<file path="src/logic/cfm_regs.svh">
// Register offsets, field positions, reset values and timing counts
`ifndef CFM_REGS_SVH
`define CFM_REGS_SVH
`define CFM_CTRL_ADDR    8'h00
`define CFM_STATUS_ADDR  8'h04
`define CFM_STATIC_ADDR  8'h08
`define CFM_VERT_ADDR    8'h0c
`define CFM_FMODE_HI     1
`define CFM_FMODE_LO     0
`define CFM_MMODE_HI     3
`define CFM_MMODE_LO     2
`define CFM_FCTL_BIT     4
`define CFM_PMODE_HI     6
`define CFM_PMODE_LO     5
`define CFM_CTRL_W       7
`define CFM_CTRL_RST     7'h02
`define CFM_PARAM_RST    16'h0000
`define CFM_ST_LOCK      0
`define CFM_ST_FDET      1
`define CFM_ST_FCOMP     2
`define CFM_ST_MOTION    3
`define CFM_LOCK_FIELDS  3'h4
`define CFM_DI_FIELDS    2'h1
`define CFM_DI_LINES     10'h006
`define CFM_DI_PIXELS    7'h5b
`define CFM_FILM_FIELDS  2'h2
`define CFM_FILM_LINES   10'h004
`define CFM_FILM_PIXELS  7'h08
`define CFM_PSF_FIELDS   2'h1
`define CFM_PSF_LINES    10'h002
`define CFM_PSF_PIXELS   7'h10
`define CFM_BYP_LINES    10'h239
`define CFM_DIFF_MAX     32'h0000ffff
`define CFM_FIFO_DEPTH   16
`define CFM_PIX_W        10
`endif

</file>
<file path="src/logic/cfm_pkg.sv">
// Types shared by the cadence, freeze and motion control block
package cfm_pkg;
    typedef enum logic [1:0]
    {
        VB_ACTIVE = 2'h0,
        VB_FIRST  = 2'h1,
        VB_REST   = 2'h3
    } vblank_type;
    typedef enum logic [1:0]
    {
        FM_MANUAL = 2'h0,
        FM_AUTO   = 2'h1,
        FM_OFF    = 2'h2,
        FM_RSVD   = 2'h3
    } freeze_mode_type;
    typedef enum logic [1:0]
    {
        PM_DEINT  = 2'h0,
        PM_PSF    = 2'h1,
        PM_FILM   = 2'h2,
        PM_BYPASS = 2'h3
    } proc_mode_type;
endpackage : cfm_pkg

</file>
<file path="src/logic/cfm_fifo.sv">
// Parameterised valid/ready FIFO for the pixel path
module cfm_fifo #(
    parameter int WIDTH = 10,
    parameter int DEPTH = 16
) (
    input  wire logic             clk,
    input  wire logic             rst_n,
    input  wire logic [WIDTH-1:0] inData,
    input  wire logic             inValid,
    output logic                  inReady,
    output logic      [WIDTH-1:0] outData,
    output logic                  outValid,
    input  wire logic             outReady
);
    localparam int AW = $clog2(DEPTH);
    logic [WIDTH-1:0] mem [DEPTH];
    logic [AW-1:0]    wrPtr;
    logic [AW-1:0]    rdPtr;
    logic [AW:0]      count;
    logic             push;
    logic             pop;

    // Honest flags straight from the count
    assign inReady  = (count != (AW+1)'(DEPTH));
    assign outValid = (count != '0);
    assign push     = inValid & inReady;
    assign pop      = outValid & outReady;
    assign outData  = mem[rdPtr];

    // Storage, written only on an accepted push
    always_ff @(posedge clk)
    begin
        if (push)
            mem[wrPtr] <= inData;
    end

    // Pointers and fill level
    always_ff @(posedge clk or negedge rst_n)
    begin
        if (!rst_n)
        begin
            wrPtr <= '0;
            rdPtr <= '0;
            count <= '0;
        end
        else
        begin
            if (push)
                wrPtr <= AW'(wrPtr + 1'b1);
            if (pop)
                rdPtr <= AW'(rdPtr + 1'b1);
            if (push && !pop)
                count <= (AW+1)'(count + 1'b1);
            else if (pop && !push)
                count <= (AW+1)'(count - 1'b1);
        end
    end
endmodule : cfm_fifo

</file>
<file path="src/logic/cadence_freeze_motion_control.sv">
// Cadence lock, freeze-frame and motion mode control with APB registers
//
// Our own choices: the register addresses and the APB interface to the registers.
`include "cfm_regs.svh"
module cadence_freeze_motion_control (
    input  wire logic                 clk,
    input  wire logic                 rst_n,
    input  wire logic                 psel,
    input  wire logic                 penable,
    input  wire logic                 pwrite,
    input  wire logic [7:0]           paddr,
    input  wire logic [31:0]          pwdata,
    output logic      [31:0]          prdata,
    output logic                      pready,
    output logic                      pslverr,
    input  wire logic                 fieldIn,
    input  wire logic                 vBlankIn,
    input  wire logic                 hSyncIn,
    input  wire logic                 freeze_comp_pin,
    input  wire logic [9:0]           pixIn,
    input  wire logic                 pixInValid,
    output logic                      pixInReady,
    output logic      [9:0]           pixOut,
    output logic                      pixOutValid,
    input  wire logic                 pixOutReady,
    output logic                      twoTwoLock,
    output logic                      freeze_detected,
    output logic                      freezeCompActive,
    output logic                      vertFilterEn,
    output logic                      motionEn,
    output cfm_pkg::proc_mode_type    procMode,
    output logic      [1:0]           latFields,
    output logic      [9:0]           latLines,
    output logic      [6:0]           latPixels
);
    import cfm_pkg::*;

    logic [`CFM_CTRL_W-1:0] ctrl;
    logic [15:0]            static_threshold_param;
    logic [15:0]            vert_freeze_param;
    freeze_mode_type        freeze_mode_sel;
    logic [1:0]             motion_mode_sel;
    logic                   freeze_comp_ctl;
    logic                   wrEn;
    logic                   rdEn;
    logic                   mapped;
    vblank_type             vbState;
    logic                   vBlankPrev;
    logic                   hSyncPrev;
    logic                   firstLineEnd;
    logic                   fieldStart;
    logic                   lastField;
    logic [2:0]             altCount;
    logic                   pixTake;
    logic [31:0]            fieldSum;
    logic [31:0]            sumPrev;
    logic [31:0]            sumPrev2;
    logic [31:0]            diffRaw;
    logic [15:0]            diffSat;
    logic                   frozen;
    logic [1:0]             latFieldsNext;
    logic [9:0]             latLinesNext;
    logic [6:0]             latPixelsNext;

    assign freeze_mode_sel = freeze_mode_type'(ctrl[`CFM_FMODE_HI:`CFM_FMODE_LO]);
    assign motion_mode_sel = ctrl[`CFM_MMODE_HI:`CFM_MMODE_LO];
    assign freeze_comp_ctl = ctrl[`CFM_FCTL_BIT];
    assign procMode = proc_mode_type'(ctrl[`CFM_PMODE_HI:`CFM_PMODE_LO]);

    // APB decode; zero wait states so every access ends in its access phase
    assign pready = 1'b1;
    assign mapped = (paddr == `CFM_CTRL_ADDR) || (paddr == `CFM_STATUS_ADDR)
                 || (paddr == `CFM_STATIC_ADDR) || (paddr == `CFM_VERT_ADDR);
    assign pslverr = psel & penable & ~mapped;
    assign wrEn = psel & penable & pwrite & mapped;
    assign rdEn = psel & ~penable & ~pwrite;

    // Writable registers; status is read-only and writes to it are dropped
    always_ff @(posedge clk or negedge rst_n)
    begin
        if (!rst_n)
        begin
            ctrl                   <= `CFM_CTRL_RST;
            static_threshold_param <= `CFM_PARAM_RST;
            vert_freeze_param      <= `CFM_PARAM_RST;
        end
        else if (wrEn)
        begin
            case (paddr)
                `CFM_CTRL_ADDR:   ctrl <= pwdata[`CFM_CTRL_W-1:0];
                `CFM_STATIC_ADDR: static_threshold_param <= pwdata[15:0];
                `CFM_VERT_ADDR:   vert_freeze_param <= pwdata[15:0];
                default:          ;
            endcase
        end
    end

    // Read data captured in setup so it is stable through the access phase
    always_ff @(posedge clk or negedge rst_n)
    begin
        if (!rst_n)
            prdata <= '0;
        else if (rdEn)
        begin
            case (paddr)
                `CFM_CTRL_ADDR:   prdata <= {25'h0, ctrl};
                `CFM_STATUS_ADDR: prdata <= {28'h0, motionEn,
                                             freezeCompActive,
                                             freeze_detected, twoTwoLock};
                `CFM_STATIC_ADDR: prdata <= {16'h0, static_threshold_param};
                `CFM_VERT_ADDR:   prdata <= {16'h0, vert_freeze_param};
                default:          prdata <= '0;
            endcase
        end
    end

    // Edge detection of the timing inputs
    always_ff @(posedge clk or negedge rst_n)
    begin
        if (!rst_n)
        begin
            vBlankPrev <= 1'b0;
            hSyncPrev  <= 1'b0;
        end
        else
        begin
            vBlankPrev <= vBlankIn;
            hSyncPrev  <= hSyncIn;
        end
    end
    assign fieldStart = vBlankPrev & ~vBlankIn;
    assign firstLineEnd = (vbState == VB_FIRST) & hSyncIn & ~hSyncPrev;

    // Tracks where the first line of vertical blanking ends
    always_ff @(posedge clk or negedge rst_n)
    begin
        if (!rst_n)
            vbState <= VB_ACTIVE;
        else
        begin
            case (vbState)
                VB_ACTIVE: if (vBlankIn && !vBlankPrev) vbState <= VB_FIRST;
                VB_FIRST:  if (!vBlankIn) vbState <= VB_ACTIVE;
                           else if (firstLineEnd) vbState <= VB_REST;
                VB_REST:   if (!vBlankIn) vbState <= VB_ACTIVE;
                default:   vbState <= VB_ACTIVE;
            endcase
        end
    end

    // 2:2 cadence: fieldIn must alternate for several fields in a row
    always_ff @(posedge clk or negedge rst_n)
    begin
        if (!rst_n)
        begin
            lastField  <= 1'b0;
            altCount   <= '0;
            twoTwoLock <= 1'b0;
        end
        else if (firstLineEnd)
        begin
            lastField <= fieldIn;
            if (fieldIn != lastField)
            begin
                if (altCount != `CFM_LOCK_FIELDS)
                    altCount <= 3'(altCount + 1'b1);
                twoTwoLock <= (altCount >= 3'(`CFM_LOCK_FIELDS - 3'h1));
            end
            else
            begin
                altCount   <= '0;
                twoTwoLock <= 1'b0;
            end
        end
    end

    // Pixel path through the buffer; a full buffer stalls the source
    cfm_fifo #(
        .WIDTH    (`CFM_PIX_W),
        .DEPTH    (`CFM_FIFO_DEPTH)
    ) u_fifo (
        .clk      (clk),
        .rst_n    (rst_n),
        .inData   (pixIn),
        .inValid  (pixInValid),
        .inReady  (pixInReady),
        .outData  (pixOut),
        .outValid (pixOutValid),
        .outReady (pixOutReady)
    );
    assign pixTake = pixInValid & pixInReady & ~vBlankIn;

    // Field signatures; adjacent fields of opposite parity are compared one field apart
    always_ff @(posedge clk or negedge rst_n)
    begin
        if (!rst_n)
        begin
            fieldSum <= '0;
            sumPrev  <= '0;
            sumPrev2 <= '0;
        end
        else if (fieldStart)
        begin
            fieldSum <= '0;
            sumPrev  <= fieldSum;
            sumPrev2 <= sumPrev;
        end
        else if (pixTake)
            fieldSum <= fieldSum + {22'h0, pixIn};
    end
    assign diffRaw = (sumPrev > sumPrev2) ? sumPrev - sumPrev2
                                          : sumPrev2 - sumPrev;
    assign diffSat = (diffRaw > `CFM_DIFF_MAX) ? 16'hffff : diffRaw[15:0];
    assign frozen = (diffSat <= static_threshold_param);

    // Freeze flag changes only at field start and holds for the field
    always_ff @(posedge clk or negedge rst_n)
    begin
        if (!rst_n)
            freeze_detected <= 1'b0;
        else if (fieldStart)
            freeze_detected <= (freeze_mode_sel == FM_AUTO) & frozen;
    end

    // Mode decode; the reserved freeze code turns compensation and the vertical filter off
    always_ff @(posedge clk or negedge rst_n)
    begin
        if (!rst_n)
        begin
            freezeCompActive <= 1'b0;
            vertFilterEn     <= 1'b0;
            motionEn         <= 1'b0;
        end
        else
        begin
            case (freeze_mode_sel)
                FM_AUTO:   freezeCompActive <= freeze_detected;
                FM_MANUAL: freezeCompActive <= freeze_comp_ctl &
                                               ~freeze_comp_pin;
                FM_OFF:    freezeCompActive <= 1'b0;
                default:   freezeCompActive <= 1'b0;
            endcase
            // Vertical filter joins from the static threshold up; inclusive
            // so a zero threshold forces it on even for a still picture
            vertFilterEn <= (freeze_mode_sel != FM_OFF) &&
                            (freeze_mode_sel != FM_RSVD) &&
                            (diffSat >= static_threshold_param) &&
                            (diffSat <= vert_freeze_param);
            motionEn <= (motion_mode_sel == 2'h1);
        end
    end

    // Fixed latency per processing mode, never per format
    always_comb
    begin
        case (procMode)
            PM_DEINT:
            begin
                latFieldsNext = `CFM_DI_FIELDS;
                latLinesNext  = `CFM_DI_LINES;
                latPixelsNext = `CFM_DI_PIXELS;
            end
            PM_FILM:
            begin
                latFieldsNext = `CFM_FILM_FIELDS;
                latLinesNext  = `CFM_FILM_LINES;
                latPixelsNext = `CFM_FILM_PIXELS;
            end
            PM_PSF:
            begin
                latFieldsNext = `CFM_PSF_FIELDS;
                latLinesNext  = `CFM_PSF_LINES;
                latPixelsNext = `CFM_PSF_PIXELS;
            end
            default:
            begin
                latFieldsNext = 2'h0;
                latLinesNext  = `CFM_BYP_LINES;
                latPixelsNext = 7'h00;
            end
        endcase
    end

    // Latency report registered for a clean data output
    always_ff @(posedge clk or negedge rst_n)
    begin
        if (!rst_n)
        begin
            latFields <= '0;
            latLines  <= '0;
            latPixels <= '0;
        end
        else
        begin
            latFields <= latFieldsNext;
            latLines  <= latLinesNext;
            latPixels <= latPixelsNext;
        end
    end
endmodule : cadence_freeze_motion_control

</file>
<file path="config.mk">
export PLATFORM = sky130hd
export DESIGN_NAME = cadence_freeze_motion_control
export DESIGN_NICKNAME = d
export VERILOG_FILES = /design/src/logic/cfm_pkg.sv /design/src/logic/cfm_fifo.sv /design/src/logic/cadence_freeze_motion_control.sv
export VERILOG_INCLUDE_DIRS = /design/src /design/src/logic
export SDC_FILE = /design/constraint.sdc
export NUM_CORES = 1
export LEC_CHECK = 0
export ABC_CLOCK_PERIOD_IN_PS = 7500
export BUFFER_PORTS_ARGS = -buffer_cell sky130_fd_sc_hd__buf_2
export CAP_MARGIN = 20
export CORE_AREA = 2 2 189 191
export DETAILED_ROUTE_END_ITERATION = 7
export DIE_AREA = 0 0 191 193
export GPL_ROUTABILITY_DRIVEN = 0
export PLACE_DENSITY = 0.81
export SYNTH_ARGS = -nofsm -noshare
export SYNTH_HDL_FRONTEND = slang
export SYNTH_SLANG_ARGS = --single-unit
</file>
<file path="constraint.sdc">
create_clock -name clk -period 7.5 [get_ports clk]
set_input_delay 0.375 -clock clk [delete_from_list [all_inputs] [get_ports clk]]
set_output_delay 0.375 -clock clk [all_outputs]
set_load 0.02 [all_outputs]
</file>
==> impl_metrics.tcl <==
set metrics [dict create \
    die_area_um2 36900 \
    r2r_start "sumPrev[0]" \
    start_kind "register" \
    post_cts_resized 0 \
    slew-limit-headroom_pct 39.0 \
    die_w_um 191 \
    rsz0062_at_grt "false" \
    netlist_area_um2 18900 \
    routed_wl_um 44500 \
    criticalPathCategory "reg2reg" \
    fin_total_pwr_uw 7620 \
    cts_root_buf "clkbuf_16" \
    yosysTopAreaCellShare_pct 25.4 \
    drtAntennaViolNets 0 \
    clk_latency_ns 0.54 \
    finalCritPeriodShare_pct 83.5 \
    tritoncts "built" \
    finalMaxSlewViolations 0 \
    ios 133 \
    area_growth_syn_to_layout_pct 9.98 \
    holdBufCountCts 1 \
    synthTopCellsByArea "edfxtp_1 25%, dfrtp_1 24%, ha_1 7.7%, mux4_2 6.2%, o21ai_0 4.5%" \
    antenna_found_initial 4 \
    synthDistinctLibCells 79 \
    async_flop_share_pct 53.2 \
    dp_hpwl_um 29600 \
    crit_path_max_fanout 15 \
    grt_pass1_wl_um 72000 \
    rows 69 \
    yosysSeqAreaShare_pct 49.5 \
    final.setup.tns_ns 0 \
    leakagePower_uw 0.00890 \
    start_util_pct 54.1 \
    place.port_buffers 94 \
    clock_path_buffers 3 \
    outcome "finished, violations left" \
    grt_max_degree 126 \
    synth_cells 1734 \
    cap_violations 0 \
    required_ns 7.94 \
    hold-worst-slack_ns -0.0259 \
    crit_start "sumPrev[0]" \
    fmax_mhz 160 \
    cpMostUsedCell "o21a_1" \
    end_kind "register" \
    synth_ff_type "dfrtp_1" \
    vias 13700 \
    h-tree-depth 2 \
    fin_skew_ns 0.0211 \
    multi_input_area_um2 8530 \
    die_y_um 193 \
    hp-class "in2async" \
    drtIter0Drc 1424 \
    via_per_inst 6.01 \
    yosys.area.top_type "edfxtp_1" \
    power_density_nw_per_um2 366 \
    overflow 0 \
    cp_cell_sequence "inv_1, ha_1, inv_1, fa_1, a211oi_2, o211ai_2, nand3_1, nand2_2, o211ai_2, nand2_1, or4_4, a2111oi_4, nand4_2, or4_1, ha_1, o21a_1, o21a_1, o21a_1, o21a_1, o21ai_0, a21oi_1, o22ai_1, nor2b_1, o22ai_1" \
    drt_first_pass_iters 6 \
    drc 0 \
    ir_worst_vdd_mv 0.275 \
    post-cts-setup-buffers 0 \
    coreArea_um2 35000 \
    worstMarginPinSlew_ns 0.915 \
    ys_seq_elements 342 \
    cts_sinks 342 \
    routedWlPerCell_um 19.6 \
    track_usage_pct 24.7 \
    finalHoldViolCount 24 \
    fillers 2730 \
    first_global_vias 13700 \
    period_minus_slack_ns 6.26 \
    critPathSlowestCell "or4_1" \
    violations "hold timing" \
    avgSynthCellArea_um2 10.9 \
    seq_area_um2 9360 \
    worst-endpoint-arrival_ns 6.70 \
    cpPeakStageDelay_ns 0.67 \
    synth_edf_count 160 \
    path_clk_slew_ns 0.06 \
    numCtsBuffers 36 \
    layout-drive-gt1-share_pct 14.6 \
    yosys_warnings 0 \
    setup_viol 0 \
    nets 1964 \
]
cell usage after synthesis, drive strengths merged, types with 3 or more instances:
library cell / number
nand2: 197
dfrtp: 181
o21ai: 178
edfxtp: 160
inv: 125
ha: 117
a21oi: 88
nor2: 81
buf: 69
mux4: 52
clkbuf: 48
xnor2: 38
xor2: 32
nand4: 31
nand3: 27
a21o: 23
a22oi: 20
nor3: 20
o21a: 20
and2: 19
or4: 19
and3: 18
a211oi: 16
o21bai: 14
mux2i: 13
nor2b: 13
mux2: 11
o211ai: 9
a31oi: 7
nand3b: 6
o211a: 6
o31ai: 6
and4: 5
nand2b: 5
nor4: 5
o22ai: 5
a2111oi: 4
fa: 4
or2: 4
or3: 3
or3b: 3
final cells by class:
type                       instances  share of cell area, %
antenna                            3                 0.0361
clock buffer                      43                   4.55
clock inverter                    23                   1.48
inverter                         125                   2.26
multi-input combinational       1170                   41.0
sequential                       342                   45.0
tap                              461                   2.77
timing repair buffer             107                   2.86
sequential cells by signal, summed over array words and instances (netlist names), 2 cells and up:
signal,flops
u_fifo.mem,160
vbState,2
u_fifo.count,5
ctrl,7
fieldSum,32
prdata,16
u_fifo.wrPtr,4
latLines,3
u_fifo.rdPtr,4
static_threshold_param,16
sumPrev2,32
sumPrev,32
altCount,3
vert_freeze_param,16
critical path, delay by kind of cell (launching register included):
family	cells	cell delay, ns
compound gates	12	2.61
buf+inv	2	0.14
simple gates	7	2.08
fa+ha+maj	3	0.94
flops	1	0.40
worst paths after layout:
path	to	slack [ns]	depth (start not counted)
worst max-delay path	freeze_detected	1.24	24
worst min-delay path	fieldSum[17]	-0.03	1
worst max register to register	freeze_detected	1.24	24
worst min register to register	motionEn	0.44	1
max in group asynchronous	latLines[5]	6.10	2
min in group clk	vert_freeze_param[9]	0.07	3
cell usage in the layout (no fill, tap or decap), types with 10 or more instances in the layout:
master     netlist  routed
mux2_2          11      11
o21a_1          20      20
buf_4           39      10
nor3_1          18      17
buf_2           19      93
a211oi_1        13      13
o21bai_1        14      14
inv_1          125     125
and3_1          18      18
ha_1           117     117
nor2_1          81      80
clkbuf_16        0      36
xnor2_1         38      38
mux4_2          52      52
o21ai_0        170     169
nand2_1        195     195
xor2_1          32      32
nand4_1         28      28
conb_1           2      22
a21oi_1         83      83
edfxtp_1       160     160
a21o_1          23      23
a22oi_1         20      20
and2_1          19      19
or4_1           18      18
mux2i_1         13      13
nor2b_1         13      12
nand3_1         27      27
dfrtp_1        181     180
layer usage:
metal | track usage (%) | part of all wire, % | vias to the layer above
li1 | - | - | 6292
met1 | 33.1 | 40 | 6672
met4 | 8.65 | 3.1 | 0
met5 | 0 | 0 | -
met3 | 3.69 | 7.1 | 114
met2 | 41.4 | 49 | 579
through the flow:
stage,cells,cell area (um2),utilization (%),hold slack (ns),worst slack (ns)
2_1_floorplan,1754,19000,-,0.0794,2.39
3_3_place_gp,2200,19500,55.7,0.436,1.43
3_5_place_dp,2202,19500,55.8,0.444,1.33
4_1_cts,2269,20800,59.4,0.0172,1.31
5_1_grt,2274,20800,59.5,0.0599,0.604
6_report,2274,20800,59.5,-0.0259,1.24
cell families after synthesis:
group,count (synthesis),synth area share [%]
adders and majority gates,121,8.16
DFF,342,49.5
AOI/OAI and AO/OA,418,13.7
buffers and inverters,242,5.86
muxes,76,7.54
and+or+nand+nor,463,11.9
other,2,0.0397
xor gates and xnor gates,70,3.24
power by group:
group | internal, uW | switching (uW)
logic | 1390 | 1980
registers | 2160 | 196
clock network | 1130 | 768
Power figures use the tool's default switching activity.
